$ cat src/adcseq_regs.vh
// Constants for the four-sequencer converter sampling control.
// Assumes a single 20 MHz clock and synchronous active-high reset.
// Function
// - Four sequencers 0..3 with eight, four, four and one steps.
// - Each sequencer may start on a processor-issued trigger.
// - Trigger choices: three comparators, external pin, timer, three PWM.
// - Continuous trigger keeps capturing while no higher priority is active.
// - Priority 0..3 per sequencer; value 0 served first, 3 last.
// - A disabled sequencer ignores triggers; a run under way stops after storing its current step.
// - An enabled sequencer runs its steps when its trigger is detected.
// - Each sequencer shows how many results its FIFO holds.
// - Overflow flag sets when a trigger arrives with unread results.
// - Overflow stays set until cleared; new overflow seen only after clear.
// - Underflow flag sets when software reads an empty result FIFO.
// - Underflow stays set until cleared; new underflow seen after clear.
// - Step holds channel 0..7, differential bit, temperature select.
// - Sequencer stops after a step marked last.
// - Step interrupt bit raises sequencer interrupt status on completion.
// - Steps run ascending; indices 0..7, 0..3, 0..3 and 0.
// - Raw and masked interrupt status reported per sequencer.
// - Clearing a sequencer's interrupt status drops its request.
`ifndef ADCSEQ_REGS_VH
`define ADCSEQ_REGS_VH

// ============================================================
// Trigger select codes
`define ADCSEQ_TRIG_PROC 4'h0
`define ADCSEQ_TRIG_CMP1 4'h1
`define ADCSEQ_TRIG_CMP2 4'h2
`define ADCSEQ_TRIG_CMP3 4'h3
`define ADCSEQ_TRIG_EXT 4'h4
`define ADCSEQ_TRIG_TMR 4'h5
`define ADCSEQ_TRIG_PWM1 4'h6
`define ADCSEQ_TRIG_PWM2 4'h7
`define ADCSEQ_TRIG_PWM3 4'h8
`define ADCSEQ_TRIG_ALWAYS 4'hF

// ============================================================
// Step word fields
`define ADCSEQ_STEP_CH_LSB 0
`define ADCSEQ_STEP_DIFF 3
`define ADCSEQ_STEP_TEMP 4
`define ADCSEQ_STEP_LAST 5
`define ADCSEQ_STEP_IE 6
`define ADCSEQ_STEP_RST 7'h00

// ============================================================
// Step storage layout and last valid index per sequencer
`define ADCSEQ_BASE0 5'h00
`define ADCSEQ_BASE1 5'h08
`define ADCSEQ_BASE2 5'h0C
`define ADCSEQ_BASE3 5'h10
`define ADCSEQ_MAX0 3'h7
`define ADCSEQ_MAX1 3'h3
`define ADCSEQ_MAX2 3'h3
`define ADCSEQ_MAX3 3'h0
`define ADCSEQ_NSTEPS 17

// ============================================================
// Result path
`define ADCSEQ_RES_W 12
`define ADCSEQ_FIFO_DEPTH 16
`define ADCSEQ_FIFO_AW 4

// ============================================================
// Sequencer states
`define ADCSEQ_S_IDLE 2'h0
`define ADCSEQ_S_LOAD 2'h1
`define ADCSEQ_S_WAIT 2'h2
`define ADCSEQ_S_PUSH 2'h3

`endif

$ cat src/adcseq_fifo.v
// Result FIFO with valid/ready on both sides and registered read data.
// Assumes one clock; read data appear the cycle after a pop.
`timescale 1ns/100ps
module adcseq_fifo #(
   parameter WIDTH = 12,
   parameter DEPTH = 16,
   parameter AW = 4
) (
   input wire clk_i,
   input wire rst_i,
   input wire in_valid_i,
   output wire in_ready_o,
   input wire [WIDTH-1:0] in_data_i,
   output wire out_valid_o,
   input wire out_ready_i,
   output wire [WIDTH-1:0] out_data_o,
   output wire [AW:0] count_o
);
   localparam [AW:0] FULL = DEPTH;
   reg [WIDTH-1:0] mem [0:DEPTH-1];
   reg [AW-1:0] wr_ptr_q;
   reg [AW-1:0] rd_ptr_q;
   reg [AW:0] count_q;
   reg [WIDTH-1:0] out_data_q;
   wire push;
   wire pop;

   // ============================================================
   // Flags; full is exact so the writer really stalls
   assign in_ready_o = (count_q != FULL);
   assign out_valid_o = (count_q != {(AW+1){1'b0}});
   assign push = in_valid_i & in_ready_o;
   assign pop = out_ready_i & out_valid_o;
   assign count_o = count_q;
   assign out_data_o = out_data_q;

   // Storage is not reset; only pointers carry meaning
   always @(posedge clk_i)
   begin
      if (push)
         mem[wr_ptr_q] <= in_data_i;
   end

   // Pointers, occupancy and registered read word
   always @(posedge clk_i)
   begin
      if (rst_i)
      begin
         wr_ptr_q <= {AW{1'b0}};
         rd_ptr_q <= {AW{1'b0}};
         count_q <= {(AW+1){1'b0}};
         out_data_q <= {WIDTH{1'b0}};
      end
      else
      begin
         if (push)
            wr_ptr_q <= wr_ptr_q + 1'b1;
         if (pop)
         begin
            rd_ptr_q <= rd_ptr_q + 1'b1;
            out_data_q <= mem[rd_ptr_q];
         end
         if (push && !pop)
            count_q <= count_q + 1'b1;
         else if (pop && !push)
            count_q <= count_q - 1'b1;
      end
   end
endmodule // adcseq_fifo

$ cat src/adcseq_top.v
// Four-sequencer sampling control: triggers, arbitration, step
// execution, result FIFOs, error flags and interrupt status.
// Assumes all inputs synchronous to clk_i and a converter core that
// answers each conv_start_o pulse with one conv_done_i pulse.
`timescale 1ns/100ps
`include "adcseq_regs.vh"
module adcseq_top (
   input wire clk_i,
   input wire rst_i,
   input wire [3:0] seq_enable_i,
   input wire [15:0] seq_trigger_select_i,
   input wire [7:0] seq_priority_i,
   input wire [3:0] proc_trig_i,
   input wire trig_comparator_first_i,
   input wire trig_comparator_second_i,
   input wire trig_comparator_third_i,
   input wire trig_external_i,
   input wire trig_timer_i,
   input wire trig_pwm_gen_first_i,
   input wire trig_pwm_gen_second_i,
   input wire trig_pwm_gen_third_i,
   input wire cfg_we_i,
   input wire [1:0] cfg_seq_i,
   input wire [2:0] seq_step_index_i,
   input wire [6:0] cfg_step_i,
   input wire rd_i,
   input wire [1:0] rd_seq_i,
   output wire [`ADCSEQ_RES_W-1:0] rd_data_o,
   output wire rd_valid_o,
   output wire [19:0] seq_fifo_count_o,
   input wire [3:0] seq_ovf_clr_i,
   input wire [3:0] seq_unf_clr_i,
   output wire [3:0] seq_overflow_o,
   output wire [3:0] seq_underflow_o,
   input wire [3:0] irq_mask_i,
   input wire [3:0] irq_clr_i,
   output wire [3:0] irq_raw_o,
   output wire [3:0] irq_masked_o,
   output wire conv_start_o,
   output wire [2:0] conv_channel_o,
   output wire conv_diff_o,
   output wire conv_temp_o,
   input wire conv_done_i,
   input wire [`ADCSEQ_RES_W-1:0] conv_data_i,
   output wire busy_o,
   output wire [1:0] active_seq_o
);
   reg [6:0] step_mem [0:`ADCSEQ_NSTEPS-1];
   reg [7:0] trig_prev_q;
   reg [3:0] pend_q;
   reg [3:0] ovf_q;
   reg [3:0] unf_q;
   reg [3:0] irq_q;
   reg [1:0] state_q;
   reg [1:0] cur_seq_q;
   reg [2:0] step_q;
   reg [6:0] step_word_q;
   reg [`ADCSEQ_RES_W-1:0] res_q;
   reg conv_start_q;
   reg [2:0] conv_channel_q;
   reg conv_diff_q;
   reg conv_temp_q;
   reg rd_pend_q;
   reg [1:0] rd_sel_q;
   reg [`ADCSEQ_RES_W-1:0] rd_data_q;
   reg rd_valid_q;
   reg win_found;
   reg [1:0] win_seq;
   wire [7:0] trig_now;
   wire [7:0] trig_evt;
   wire [3:0] hit;
   wire [3:0] start_oh;
   wire [3:0] fifo_in_ready;
   wire [3:0] fifo_out_valid;
   wire [3:0] fifo_pop;
   wire [3:0] fifo_push;
   wire [4*`ADCSEQ_RES_W-1:0] fifo_dout;
   wire [4:0] cur_idx;
   wire [4:0] cfg_idx;
   wire cfg_ok;
   wire start;
   wire push_done;
   wire seq_end;
   integer p;
   integer s;
   integer k;

   // ============================================================
   // Helper functions
   // Base of each sequencer's slice of the step storage
   function [4:0] step_base;
      input [1:0] sq;
      begin
         case (sq)
            2'h0: step_base = `ADCSEQ_BASE0;
            2'h1: step_base = `ADCSEQ_BASE1;
            2'h2: step_base = `ADCSEQ_BASE2;
            default: step_base = `ADCSEQ_BASE3;
         endcase
      end
   endfunction

   // Highest valid step index per sequencer
   function [2:0] step_max;
      input [1:0] sq;
      begin
         case (sq)
            2'h0: step_max = `ADCSEQ_MAX0;
            2'h1: step_max = `ADCSEQ_MAX1;
            2'h2: step_max = `ADCSEQ_MAX2;
            default: step_max = `ADCSEQ_MAX3;
         endcase
      end
   endfunction

   // Selected trigger source for one sequencer
   function trig_hit;
      input [3:0] sel;
      input proc;
      input [7:0] ev;
      begin
         case (sel)
            `ADCSEQ_TRIG_PROC: trig_hit = proc;
            `ADCSEQ_TRIG_CMP1: trig_hit = ev[0];
            `ADCSEQ_TRIG_CMP2: trig_hit = ev[1];
            `ADCSEQ_TRIG_CMP3: trig_hit = ev[2];
            `ADCSEQ_TRIG_EXT: trig_hit = ev[3];
            `ADCSEQ_TRIG_TMR: trig_hit = ev[4];
            `ADCSEQ_TRIG_PWM1: trig_hit = ev[5];
            `ADCSEQ_TRIG_PWM2: trig_hit = ev[6];
            `ADCSEQ_TRIG_PWM3: trig_hit = ev[7];
            `ADCSEQ_TRIG_ALWAYS: trig_hit = 1'b1;
            default: trig_hit = 1'b0;
         endcase
      end
   endfunction

   // ============================================================
   // Trigger detection
   // Hardware sources count on their rising edge so a held level
   // does not refire every cycle
   assign trig_now = {trig_pwm_gen_third_i, trig_pwm_gen_second_i,
      trig_pwm_gen_first_i, trig_timer_i, trig_external_i,
      trig_comparator_third_i, trig_comparator_second_i,
      trig_comparator_first_i};
   assign trig_evt = trig_now & ~trig_prev_q;

   always @(posedge clk_i)
   begin
      if (rst_i)
         trig_prev_q <= 8'h00;
      else
         trig_prev_q <= trig_now;
   end

   // ============================================================
   // Step configuration storage
   // Writes beyond a sequencer's last index are dropped
   assign cfg_idx = step_base(cfg_seq_i) + {2'b00, seq_step_index_i};
   assign cfg_ok = (seq_step_index_i <= step_max(cfg_seq_i));

   always @(posedge clk_i)
   begin
      if (rst_i)
      begin
         for (k = 0; k < `ADCSEQ_NSTEPS; k = k + 1)
            step_mem[k] <= `ADCSEQ_STEP_RST;
      end
      else if (cfg_we_i && cfg_ok)
         step_mem[cfg_idx] <= cfg_step_i;
   end

   // ============================================================
   // Per-sequencer triggers, FIFOs and sticky flags
   genvar g;
   generate
      for (g = 0; g < 4; g = g + 1)
      begin : gen_seq
         // Disabled sequencers see no trigger at all
         assign hit[g] = seq_enable_i[g] & trig_hit(
            seq_trigger_select_i[4*g+3:4*g], proc_trig_i[g], trig_evt);
         assign fifo_push[g] = push_done & (cur_seq_q == g);
         assign fifo_pop[g] = rd_i & (rd_seq_i == g);

         // Sixteen entries covers every sequencer's step count
         adcseq_fifo #(
            .WIDTH(`ADCSEQ_RES_W),
            .DEPTH(`ADCSEQ_FIFO_DEPTH),
            .AW(`ADCSEQ_FIFO_AW)
         ) u_fifo (
            .clk_i(clk_i),
            .rst_i(rst_i),
            .in_valid_i(fifo_push[g]),
            .in_ready_o(fifo_in_ready[g]),
            .in_data_i(res_q),
            .out_valid_o(fifo_out_valid[g]),
            .out_ready_i(fifo_pop[g]),
            .out_data_o(fifo_dout[`ADCSEQ_RES_W*g +: `ADCSEQ_RES_W]),
            .count_o(seq_fifo_count_o[5*g+4:5*g])
         );

         // Sticky error and interrupt flags; a set beats a clear
         always @(posedge clk_i)
         begin
            if (rst_i)
            begin
               ovf_q[g] <= 1'b0;
               unf_q[g] <= 1'b0;
               irq_q[g] <= 1'b0;
            end
            else
            begin
               if (hit[g] && fifo_out_valid[g])
                  ovf_q[g] <= 1'b1;
               else if (seq_ovf_clr_i[g])
                  ovf_q[g] <= 1'b0;
               if (fifo_pop[g] && !fifo_out_valid[g])
                  unf_q[g] <= 1'b1;
               else if (seq_unf_clr_i[g])
                  unf_q[g] <= 1'b0;
               if (fifo_push[g] && step_word_q[`ADCSEQ_STEP_IE])
                  irq_q[g] <= 1'b1;
               else if (irq_clr_i[g])
                  irq_q[g] <= 1'b0;
            end
         end
      end
   endgenerate

   // ============================================================
   // Priority arbiter
   // Lower value wins; on a tie the higher-numbered sequencer
   // wins, as uniqueness is left to software
   always @*
   begin
      win_found = 1'b0;
      win_seq = 2'b00;
      for (p = 3; p >= 0; p = p - 1)
      begin
         for (s = 0; s < 4; s = s + 1)
         begin
            if (pend_q[s] && (seq_priority_i[2*s +: 2] == p[1:0]))
            begin
               win_found = 1'b1;
               win_seq = s[1:0];
            end
         end
      end
   end

   assign start = (state_q == `ADCSEQ_S_IDLE) & win_found;
   assign start_oh = start ? (4'h1 << win_seq) : 4'h0;

   // Pending triggers survive other sequencers' runs
   always @(posedge clk_i)
   begin
      if (rst_i)
         pend_q <= 4'h0;
      else
         pend_q <= ((pend_q & ~start_oh) | hit) & seq_enable_i;
   end

   // ============================================================
   // Step execution
   assign cur_idx = step_base(cur_seq_q) + {2'b00, step_q};
   assign push_done = (state_q == `ADCSEQ_S_PUSH) &
      fifo_in_ready[cur_seq_q];
   assign seq_end = step_word_q[`ADCSEQ_STEP_LAST] |
      (step_q == step_max(cur_seq_q)) | !seq_enable_i[cur_seq_q];

   // A full FIFO holds the result in PUSH, stalling the sequence
   always @(posedge clk_i)
   begin
      if (rst_i)
      begin
         state_q <= `ADCSEQ_S_IDLE;
         cur_seq_q <= 2'b00;
         step_q <= 3'h0;
         step_word_q <= `ADCSEQ_STEP_RST;
         res_q <= {`ADCSEQ_RES_W{1'b0}};
         conv_start_q <= 1'b0;
         conv_channel_q <= 3'h0;
         conv_diff_q <= 1'b0;
         conv_temp_q <= 1'b0;
      end
      else
      begin
         conv_start_q <= 1'b0;
         case (state_q)
            `ADCSEQ_S_IDLE:
            begin
               if (start)
               begin
                  cur_seq_q <= win_seq;
                  step_q <= 3'h0;
                  state_q <= `ADCSEQ_S_LOAD;
               end
            end
            `ADCSEQ_S_LOAD:
            begin
               step_word_q <= step_mem[cur_idx];
               conv_channel_q <= step_mem[cur_idx][2:0];
               conv_diff_q <= step_mem[cur_idx][`ADCSEQ_STEP_DIFF];
               conv_temp_q <= step_mem[cur_idx][`ADCSEQ_STEP_TEMP];
               conv_start_q <= 1'b1;
               state_q <= `ADCSEQ_S_WAIT;
            end
            `ADCSEQ_S_WAIT:
            begin
               if (conv_done_i)
               begin
                  res_q <= conv_data_i;
                  state_q <= `ADCSEQ_S_PUSH;
               end
            end
            `ADCSEQ_S_PUSH:
            begin
               if (push_done)
               begin
                  if (seq_end)
                     state_q <= `ADCSEQ_S_IDLE;
                  else
                  begin
                     step_q <= step_q + 3'h1;
                     state_q <= `ADCSEQ_S_LOAD;
                  end
               end
            end
            default:
               state_q <= `ADCSEQ_S_IDLE;
         endcase
      end
   end

   // ============================================================
   // Result read-out
   // Two cycles of latency buy a flop-driven data output
   always @(posedge clk_i)
   begin
      if (rst_i)
      begin
         rd_pend_q <= 1'b0;
         rd_sel_q <= 2'b00;
         rd_data_q <= {`ADCSEQ_RES_W{1'b0}};
         rd_valid_q <= 1'b0;
      end
      else
      begin
         rd_pend_q <= |(fifo_pop & fifo_out_valid);
         rd_sel_q <= rd_seq_i;
         rd_valid_q <= rd_pend_q;
         if (rd_pend_q)
            rd_data_q <= fifo_dout[`ADCSEQ_RES_W*rd_sel_q +:
               `ADCSEQ_RES_W];
      end
   end

   // ============================================================
   // Outputs
   assign rd_data_o = rd_data_q;
   assign rd_valid_o = rd_valid_q;
   assign seq_overflow_o = ovf_q;
   assign seq_underflow_o = unf_q;
   assign irq_raw_o = irq_q;
   assign irq_masked_o = irq_q & irq_mask_i;
   assign conv_start_o = conv_start_q;
   assign conv_channel_o = conv_channel_q;
   assign conv_diff_o = conv_diff_q;
   assign conv_temp_o = conv_temp_q;
   assign busy_o = (state_q != `ADCSEQ_S_IDLE);
   assign active_seq_o = cur_seq_q;
endmodule // adcseq_top

$ cat config.mk
export PLATFORM = sky130hd
export DESIGN_NAME = adcseq_top
export DESIGN_NICKNAME = d
export VERILOG_FILES = /design/src/adcseq_fifo.v /design/src/adcseq_top.v
export VERILOG_INCLUDE_DIRS = /design/src
export SDC_FILE = /design/constraint.sdc
export NUM_CORES = 1
export LEC_CHECK = 0
export BUFFER_PORTS_ARGS = -buffer_cell sky130_fd_sc_hd__buf_2
export CAP_MARGIN = 40
export CORE_MARGIN = 5
export CORE_UTILIZATION = 36
export CTS_BUF_LIST = sky130_fd_sc_hd__clkbuf_16
export CTS_CLUSTER_DIAMETER = 100
export DETAILED_ROUTE_END_ITERATION = 7
export GPL_ROUTABILITY_DRIVEN = 1
export PLACE_DENSITY = 0.61
export SYNTH_ARGS = -nofsm -noshare
export SYNTH_HDL_FRONTEND = slang
export SYNTH_SLANG_ARGS = --single-unit
$ cat constraint.sdc
create_clock -name clk_i -period 8.6 [get_ports clk_i]
set_input_delay 0.43 -clock clk_i [delete_from_list [all_inputs] [get_ports clk_i]]
set_output_delay 0.43 -clock clk_i [all_outputs]
set_load 0.05 [all_outputs]
# == After elaboration in Yosys (flattened, before gate mapping) ==
# Memories as Yosys holds them, arrays and structs flattened. A register that Yosys moved wholly into a read port is not among the register bits.
# Cells that the tools add are included.
# word_totals
mem_count,5
ramBits,887
out_inout_bits,58
word_cells,362
reg_bits,124
in_bits,87
# memory_table
memory,depth,width,read_ports,rd_ports_with_merged_regs,write_ports,line,rtl
gen_seq[0].u_fifo.mem,16,12,1,1,1,adcseq_fifo.v:20,reg [WIDTH-1:0] mem [0:DEPTH-1];
gen_seq[1].u_fifo.mem,16,12,1,1,1,adcseq_fifo.v:20,
gen_seq[2].u_fifo.mem,16,12,1,1,1,adcseq_fifo.v:20,
gen_seq[3].u_fifo.mem,16,12,1,1,1,adcseq_fifo.v:20,
step_mem,17,7,1,0,17,adcseq_top.v:48,reg [6:0] step_mem [0:`ADCSEQ_NSTEPS-1];
# op_classes
n_eq_ne,68
n_shift,2
n_lt_le_gt_ge,2
bitwise,32
reduce_logical,92
multipliers,1
mux,102
addsub,19
# op_table
operator,n
$eq A4 B3 Y1 const B,16
$mux W1,59
$shiftx A48 B7 Y12,1
$mux W5,9
$pmux W1 S10,4
$logic_and A1 B1 Y1,37
$reduce_bool A2 Y1,18
$mux W2,17
$add A4 B1 Y4 const B,8
$eq A4 B2 Y1 const B,8
$eq A4 B4 Y1 const B,8
$eq A2 B2 Y1 const B,15
$pmux W5 S3,2
$and A1 B1 Y1,22
$add A5 B1 Y5 const B,4
$ne A5 B5 Y1 const B,4
$reduce_bool A5 Y1,4
$sub A5 B1 Y5 const B,4
$pmux W3 S2,3
$and A4 B4 Y4,4
$eq A2 B1 Y1 const B,8
$eq A4 B1 Y1 const B,4
$logic_not A2 Y1,8
$logic_not A4 Y1,4
25 further kinds,47

# == Depth between registers and ports, before layout ==
# Gate-level depths: netlist of run 1.
# logic_depth
ltp_word,24
mapped_depth,14
mapped_depth_nobuf,12

# == Hierarchy ==
# Synthesis of run 1 repeated with hierarchy kept, for this count alone.
# unflattened
cells_unflattened,2900
area_unflattened_um2,47593.1
# by_module_without_submodules
mod,cells_per_inst,instances,seq_area_each_um2,area_per_inst_um2
adcseq_fifo,479,4,6266.0,8544.4
adcseq_top,984,1,8067.7,13415.4

# == Least setup slack after synthesis of run 1 ==
# Ideal clock, no wire load.
# synth_timing
path_kind,flip-flop to flip-flop
start,reg gen_seq[3].u_fifo.count_q[0]
end,reg gen_seq[3].u_fifo.count_q[4]
required_ns,8.530
synth_period_minus_slack_ns,3.477
setup_time_ns,0.070
slack_ns,5.123
stages_incl_launch_ff,15
arrival_ns,3.406
path_buffers,3
cell_sequence,dfxtp_1 > or4_1 > clkbuf_1 > o21ba_2 > buf_2 > inv_1 > buf_2 > ha_1 > inv_1 > fa_1 > a21o_1 > a21oi_1 > xnor2_1 > or3_1 > a21oi_1
# synth_between
elab_chain_cells,9
word_cells_on_any_way,17
cone_classes,add/sub: 2; eq/ne: 1; mux: 4; bitwise: 4; reduce/logical: 6
# synth_lines
item,line,rtl
from (decl),adcseq_fifo.v:23,reg [AW:0] count_q;
from (signal assigned),adcseq_fifo.v:51,count_q <= {(AW+1){1'b0}};
from (signal assigned),adcseq_fifo.v:64,count_q <= count_q + 1'b1;
from (signal assigned),adcseq_fifo.v:66,count_q <= count_q - 1'b1;
$ne A5 B5 Y1,adcseq_fifo.v:30,assign in_ready_o = (count_q != FULL);
$bmux W1 S2,adcseq_top.v:267,fifo_in_ready[cur_seq_q];
$mux W1 (not written as such),adcseq_top.v:267,
$and A1 B1 Y1,adcseq_top.v:266,assign push_done = (state_q == `ADCSEQ_S_PUSH) &
$and A1 B1 Y1,adcseq_top.v:182,assign fifo_push[g] = push_done & (cur_seq_q == g);
$and A1 B1 Y1,adcseq_fifo.v:32,assign push = in_valid_i & in_ready_o;
$logic_not A1 Y1,adcseq_fifo.v:65,else if (pop && !push)
$logic_and A1 B1 Y1,adcseq_fifo.v:65,
$reduce_bool A2 Y1 (no line),--,
# Several ways; a longest one is shown, not always the timed one. The select of a mux whose other input is x is not followed.
# A chain may end at the register's enable or synchronous reset.

# == Worst setup path in the final report of run 1 ==
# layout_timing
start,reg gen_seq[0].u_fifo.count_q[0]
end,reg gen_seq[0].u_fifo.count_q[4]
# layout_between
elab_chain_cells,9
word_cells_on_any_way,17
cone_classes,add/sub: 2; eq/ne: 1; mux: 4; bitwise: 4; reduce/logical: 6
# layout_lines
item,line
from (decl),adcseq_fifo.v:23
from (signal assigned),adcseq_fifo.v:51
from (signal assigned),adcseq_fifo.v:64
from (signal assigned),adcseq_fifo.v:66
$ne A5 B5 Y1,adcseq_fifo.v:30
$bmux W1 S2,adcseq_top.v:267
$mux W1 (not written as such),adcseq_top.v:267
$and A1 B1 Y1,adcseq_top.v:266
$and A1 B1 Y1,adcseq_top.v:182
$and A1 B1 Y1,adcseq_fifo.v:32
$logic_not A1 Y1,adcseq_fifo.v:65
$logic_and A1 B1 Y1,adcseq_fifo.v:65
$reduce_bool A2 Y1 (no line),--
# Several ways; a longest one is shown, not always the timed one. The select of a mux whose other input is x is not followed.

==> results by group, run 1 <==
Status
  • Outcome: finished, final reports clean

Timing
  • Fmax: 264.8 MHz
  • Max-slew violations: 0
  • Final hold vios: 0
  • Min Tclk post-route: 3.776 ns
  • Worst slew pin tran: 0.9147 ns
  • RSZ-0062 raised after global routing: no
  • Max-Slew Margin vs Limit: 0.3838
  • Worst Clk Skew: 0.07099 ns
  • Crit share post-route: 0.4391
  • Final Setup Violations: 0
  • Final TNS setup: 0 ns

Synth
  • Synth unique cells: 73
  • Syn nets: 2815
  • Sequential-to-total area share from yosys stat: 0.7041
  • Ys async rst share: 0
  • Post-synth top flop: edfxtp_1
  • Post-synth EDFFs: 992
  • Yosys reg bits: 1159
  • Syn avg cell area: 17.64 µm²
  • Post-synthesis cell area: 47050 µm²
  • Syn Inst Count: 2668
  • YS warnings: 0

Setup path
  • Reg-to-reg slack, setup: 4.82 ns
  • Worst Path Max Fanout: 17
  • Crit path kind: register to register
  • Worst path arrival time: 4.43 ns
  • Worst path bufs/invs: 2
  • Type of origin of the critical path: register
  • Critical path endpoint category: register
  • Worst path slowest cell: or4_1
  • Worst EP required: 9.26 ns
  • Reg-to-Reg Start: gen_seq[0].u_fifo.count_o[0]
  • Reg-to-Reg End: gen_seq[0].u_fifo.count_o[4]
  • Crit path max-delay family: simple AND/OR/NAND/NOR gates
  • CP Cell Sequence: or4_1, o21a_1, inv_1, ha_1, inv_1, fa_1, a21o_1, a21oi_1, xnor2_1, or3_1, a21oi_1
  • R2R depth: 11
  • Largest stage delay, worst path: 0.76 ns

Clock tree
  • Clock latency at the later pin of the worst-skew pair: 0.73 ns
  • Clock buffer depth: 3
  • Clk pin slew, worst setup/hold paths: 0.07 ns
  • Clock Sinks: 1159
  • CTS Buf Count: 112
  • H-tree levels: 3
  • # resized after CTS: 0
  • Root Driver: clkbuf_16
  • CTS tree: built

Place
  • Placed Cells incl. Taps: 4510
  • Post-detail-place hpwl: 75620 µm
  • Placer Congestion: 0.8376
  • Port bufs: 144
  • Dpl cell area: 50430 µm²

Cells and area
  • Most common cell after layout, fill and taps aside: edfxtp_1
  • FILL cells: 11392
  • Final instance area: 54520 µm²
  • Non-Filler Instances: 4755
  • Synthesis-to-finish area growth: 15.87%
  • Share of layout cells above drive strength 1: 0.2660
  • Commonest cells after routing, fill and taps aside: 992 x edfxtp_1, 316 x mux4_2, 163 x nand2_1
  • End-of-flow core utilization: 0.4205
  • Nets: 3060

Floorplan
  • Die Wd: 371.5 µm
  • Core Region: 129600 µm²
  • Initial core utilization: 0.3629
  • Standard-cell rows: 132
  • Die area: 138000 µm²
  • Die height: 371.5 µm
  • Ports: 145

Power
  • Power density over cell area: 226.5 nW/µm²
  • Leakage: 17.98 nW
  • VDD IR max: 158.9 µV

GRT
  • Largest net degree at the start of global routing: 73
  • Total grt overflow: 0
  • Total GRT Usage: 0.1659
  • Antenna violations before repair: 5
  • First-pass GRT wire length: 169100 µm
  • Number of global-route vias before repair: 25068

Job
  • Maxcap violations: 0

Hold path
  • Worst Hold Launch: seq_enable_i[2]
  • Hold path cells: 3
  • Worst Hold Class: input pin to register
  • WHS Endpoint: seq_overflow_o[2]

Routing
  • 1st-pass router iterations: 5
  • Drt drc: 0
  • Post-Route WL: 115600 µm
  • Drt via density: 5.274
  • Antenna-violating nets left: 0
  • Wirelength per Cell: 24.32 µm
  • DR iter-0 viols: 2259
  • Vias: 25077
-- cell usage after synthesis, drive strengths merged, types with 4 or more instances --
cell type | count | share of area
edfxtp | 992 | 0.63
mux4 | 316 | 0.15
dfxtp | 167 | 0.071
nand2 | 167 | 0.014
nor2 | 150 | 0.012
nor3 | 142 | 0.015
clkbuf | 98 | 0.0078
a21oi | 95 | 0.010
buf | 67 | 0.0067
ha | 55 | 0.015
inv | 44 | 0.0035
nor2b | 44 | 0.0059
o21ai | 37 | 0.0039
mux2i | 29 | 0.0062
xnor2 | 21 | 0.0039
nand2b | 19 | 0.0025
a211oi | 18 | 0.0029
a21o | 13 | 0.0021
xor2 | 13 | 0.0024
nor4 | 12 | 0.0017
nor3b | 11 | 0.0018
o211ai | 11 | 0.0018
nand3 | 9 | 0.00096
nand3b | 9 | 0.0014
and2 | 8 | 0.0011
nand4 | 8 | 0.0011
and2b | 7 | 0.0011
and3b | 7 | 0.0013
clkinv | 7 | 0.00056
o21a | 7 | 0.0011
and3 | 5 | 0.00066
fa | 5 | 0.0021
o221ai | 5 | 0.00093
o22ai | 5 | 0.0012
or3 | 5 | 0.00066
a22o | 4 | 0.00074
a31oi | 4 | 0.00053
mux2 | 4 | 0.00096
o311ai | 4 | 0.00074
o41ai | 4 | 0.00074
or4 | 4 | 0.00064
-- worst max path at each step --
stage,start,slack (ns),end,depth (start not counted)
2_1_floorplan,gen_seq[3].u_fifo.count_o[0],5.12,gen_seq[3].u_fifo.count_o[4],14
3_3_place_gp,gen_seq[0].u_fifo.count_o[0],4.85,gen_seq[0].u_fifo.count_o[4],11
3_5_place_dp,gen_seq[3].u_fifo.count_o[0],4.85,gen_seq[3].u_fifo.count_o[4],11
4_1_cts,gen_seq[0].u_fifo.count_o[0],4.82,gen_seq[0].u_fifo.count_o[4],11
5_1_grt,gen_seq[0].u_fifo.count_o[0],4.57,gen_seq[0].u_fifo.count_o[4],11
6_report,gen_seq[0].u_fifo.count_o[0],4.82,gen_seq[0].u_fifo.count_o[4],11
-- routing by layer --
layer	vias to the layer above	wire, µm	track usage
met5	-	13	0
met4	2	3287	0.04986
met3	159	8969	0.04212
met2	772	53910	0.2596
met1	13070	49440	0.2302
li1	11074	-	-
-- registers in the layout, indices dropped and copies added, names as in the netlist, 2 cells and up --
name and cells:
active_seq_o 2, gen_seq.u_fifo.count_o 20, gen_seq.u_fifo.mem 768, gen_seq.u_fifo.out_data_o 48, gen_seq.u_fifo.rd_ptr_q 16, gen_seq.u_fifo.wr_ptr_q 16
irq_raw_o 4, pend_q 4, rd_data_o 12, rd_sel_q 2, res_q 12, seq_overflow_o 4
seq_underflow_o 4, state_q 2, step_mem 224, step_q 3, step_word_q 7, trig_prev_q 8
-- cell families after synthesis --
group / share of synthesized area
XOR/XNOR: 0.006329
multiplexers: 0.1585
AND/OR/NAND/NOR: 0.06300
AO/OA/AOI/OAI: 0.03271
adder cells (fa/ha/maj): 0.01675
flip-flops: 0.7041
buffers and inverters: 0.01861
-- tightest hold or removal path, stage by stage --
cell and delay (ns):
buf_2 0.13, o311ai_0 0.10, a21oi_1 0.07
-- per-stage QoR --
stage	power [mW]	setup slack [ns]	hold slack (ns)
2_1_floorplan	7.076	5.123	0.4331
3_3_place_gp	7.434	4.854	0.4467
3_5_place_dp	7.454	4.851	0.4461
4_1_cts	12.47	4.819	0.005125
5_1_grt	12.79	4.566	0.03354
6_report	12.35	4.824	0.05451
-- where the power goes --
group / switching (mW) / internal, mW
Clock: 2.11 / 2.90
Combinational: 0.685 / 0.335
Sequential: 0.0992 / 6.22
-- area by class of cell --
type / count / area, µm² / share of cell area
multi-input cells: 1293 / 13130 / 0.2409
clock inverters: 95 / 947.2 / 0.01737
diodes: 6 / 15.01 / 0.0002754
clock buffers: 113 / 2828 / 0.05187
flip-flops and latches: 1159 / 33170 / 0.6084
well taps: 1742 / 2180 / 0.03998
repair buffers: 296 / 2053 / 0.03766
inverters: 51 / 191.4 / 0.003511
-- timing repair --
item | 4_1_cts | 5_1_grt
endpoints found under the hold margin | 29 | 0
buffers inserted | 0 | 0
hold buffers | 29 | 0
No activity file was read; power rests on OpenSTA's default activity.
==> inputs of run 2 (changes only) <==
--- a/config.mk
+++ b/config.mk
@@ -14,7 +14,7 @@
 export CTS_CLUSTER_DIAMETER = 100
 export DETAILED_ROUTE_END_ITERATION = 7
 export GPL_ROUTABILITY_DRIVEN = 1
-export PLACE_DENSITY = 0.61
+export PLACE_DENSITY = 0.63
 export SYNTH_ARGS = -nofsm -noshare
 export SYNTH_HDL_FRONTEND = slang
 export SYNTH_SLANG_ARGS = --single-unit
==> constraint.sdc (replaced) <==
create_clock -name clk_i -period 3.2 [get_ports clk_i]
set_input_delay 0.16 -clock clk_i [delete_from_list [all_inputs] [get_ports clk_i]]
set_output_delay 0.16 -clock clk_i [all_outputs]
set_load 0.05 [all_outputs]
==> results by group, run 2 (same netlist as run 1, synthesis figures left out) <==
Status
  • Outcome: finished, final reports clean

Cells and area
  • Most common cell after layout, fill and taps aside: edfxtp_1
  • Final instance area: 55860 µm² (+2.5%)
  • Nets: 3189 (+4.2%)
  • Synthesis-to-finish area growth: 18.72%
  • Max FFs per register: 768 (unchanged)
  • Commonest cells after routing, fill and taps aside: 992 x edfxtp_1, 316 x mux4_2, 189 x buf_4
  • Share of layout cells above drive strength 1: 0.2959 (+0.02985)
  • End-of-flow core utilization: 0.4309 (+0.01034)
  • Most flop-heavy register: gen_seq.u_fifo.mem

Setup path
  • Worst path arrival time: 3.72 ns (-0.71 ns)
  • Reg-to-reg slack, setup: 0.12 ns (-4.70 ns)
  • Worst Path Max Fanout: 4 (-13)
  • Worst EP required: 3.84 ns (-5.42 ns)
  • R2R depth: 11 (unchanged)
  • Critical path endpoint category: register
  • Type of origin of the critical path: register
  • Crit path kind: register to register
  • Reg-to-Reg Start: gen_seq[0].u_fifo.count_o[0]
  • Reg-to-Reg End: gen_seq[2].u_fifo.count_o[4]

Timing
  • Worst slew pin tran: 0.8595 ns (-0.05514 ns)
  • Crit share post-route: 0.9616 (+0.5225)
  • Final hold vios: 0 (unchanged)
  • Max-Slew Margin vs Limit: 0.4270 (+0.04321)
  • Final Setup Violations: 0 (unchanged)
  • Max-slew violations: 0 (unchanged)
  • Post-route setup slack: 0.1230 ns (-4.701 ns)
  • Min Tclk post-route: 3.077 ns (-0.6991 ns)
  • Fmax: 325.0 MHz (+23%)
  • RSZ-0062 raised after global routing: yes
  • Worst Hold Slack: 0.1024 ns (+0.04793 ns)
  • Worst Clk Skew: 0.05572 ns (-0.01527 ns)

Power
  • VDD IR max: 475.0 µV (+200%)
  • Leakage: 18.69 nW (+4.0%)
  • Power density over cell area: 599.0 nW/µm² (+160%)

Job
  • Maxcap violations: 0 (unchanged)

Floorplan
  • Standard-cell rows: 132 (unchanged)
  • Ports: 145 (unchanged)
  • Die area: 138000 µm² (unchanged)
  • Die Wd: 371.5 µm (unchanged)
  • Initial core utilization: 0.3629 (unchanged)
  • Core Region: 129600 µm² (unchanged)
  • Die height: 371.5 µm (unchanged)

Hold path
  • Worst Hold Launch: seq_trigger_select_i[2]
  • WHS Endpoint: pend_q[0]
  • Worst Hold Class: input pin to register
  • Hold path cells: 6 (+3)

Routing
  • DR iter-0 viols: 2586 (+14%)
  • Drt via density: 5.234 (-0.76%)
  • Wirelength per Cell: 23.66 µm (-2.7%)
  • 1st-pass router iterations: 7 (+2)
  • Antenna-violating nets left: 0 (unchanged)
  • Vias: 25618 (+2.2%)
  • Drt drc: 0 (unchanged)
  • Post-Route WL: 115800 µm (+0.16%)

Clock tree
  • CTS tree: built
  • Clock Sinks: 1159 (unchanged)
  • H-tree levels: 3 (unchanged)
  • Clock latency at the later pin of the worst-skew pair: 0.74 ns (about the same)
  • CTS Buf Count: 114 (+1.8%)
  • Clock buffer depth: 3 (unchanged)
  • Clk pin slew, worst setup/hold paths: 0.07 ns (about the same)
  • Root Driver: clkbuf_16

Place
  • Dpl ws: -0.05478 ns (-4.906 ns)
  • Placer Congestion: 0.7964 (-4.9%)
  • Port bufs: 144 (unchanged)
  • Dpl cell area: 51320 µm² (+1.8%)
  • Post-detail-place hpwl: 77770 µm (+2.8%)

GRT
  • Total GRT Usage: 0.1672 (+0.001274)
  • Total grt overflow: 0 (unchanged)
  • Number of global-route vias before repair: 25715 (+2.6%)
  • Largest net degree at the start of global routing: 97 (+33%)
  • Antenna violations before repair: 8 (+3)
  • First-pass GRT wire length: 171800 µm (+1.6%)
run 2: changes by cell type in the layout (fill, tap and decap cells not counted), moves of 9 or more:
| cell | delta |
|---|---|
| inv_2 | +9 |
| dfxtp_2 | +9 |
| dfxtp_1 | -17 |
| dlygate4sd3_1 | +35 |
| buf_6 | -18 |
| buf_2 | -15 |
| buf_12 | +19 |
| buf_4 | +112 |
run 2: final cells by class:
class                           instances  area, µm²
Antenna cell                           10      25.02
Inverter                               51      191.4
Tap cell                             1742       2180
Multi-Input combinational cell       1293      13160
Timing Repair Buffer                  423       3272
Clock buffer                          116       2903
Fill cell                           11332      73790
Clock inverter                        101      920.9
Sequential cell                      1159      33210
run 2: report_power, final:
part / switching (mW) / total [mW] / internal, mW
Sequential: 0.256 / 17.0 / 16.7
Clock: 5.77 / 13.5 / 7.74
Combinational: 1.86 / 2.98 / 1.12
run 2: through the flow:
stage | std cells | total power, mW | TNS, ns
floorplan | 2668 | 19.03 | -0.001825
global placement | 4582 | 20.12 | 0
detailed placement | 4600 | 20.20 | -0.05478
CTS | 4884 | 33.78 | 0
global route | 4886 | 34.65 | -0.03222
finish | 4895 | 33.46 | 0
run 2: repair_timing:
item | 4_1_cts | 5_1_grt
pin swaps | 1 | 2
setup endpoints to repair | 2 | 4
gates resized for setup | 1 | 9
hold endpoints to repair | 156 | 0
setup buffers | 3 | 1
hold buffers | 64 | 0
run 2: how the worst max path moves through the flow:
stage | start | end | slack (ns) | cells after the start
after CTS | gen_seq[0].u_fifo.count_o[0] | gen_seq[3].u_fifo.count_o[4] | 0.02 | 12
after detailed placement | gen_seq[2].u_fifo.count_o[0] | gen_seq[2].u_fifo.count_o[4] | -0.05 | 11
after global placement | gen_seq[2].u_fifo.count_o[0] | gen_seq[2].u_fifo.count_o[4] | 0.01 | 11
after floorplan | gen_seq[3].u_fifo.count_o[0] | gen_seq[3].u_fifo.count_o[4] | -0.002 | 14
after global routing | gen_seq[0].u_fifo.count_o[0] | gen_seq[2].u_fifo.count_o[4] | -0.02 | 11
final | gen_seq[0].u_fifo.count_o[0] | gen_seq[2].u_fifo.count_o[4] | 0.12 | 11
run 2: worst max-delay path: stages (launching register included):
cell and delay [ns]:
dfxtp_4 0.34, or4_4 0.56, o32ai_4 0.38, o22ai_2 0.16, ha_1 0.24, inv_2 0.11
ha_1 0.27, a21o_1 0.20, a21oi_1 0.20, xnor2_1 0.10, or3_1 0.30, a21oi_1 0.15
run 2: routing by layer:
layer,up-vias,wire length (µm),track usage
li1,11355,-,-
met1,13304,51010,0.2407
met2,792,54930,0.2644
met3,161,7203,0.02853
met4,6,2631,0.04572
met5,-,28,0
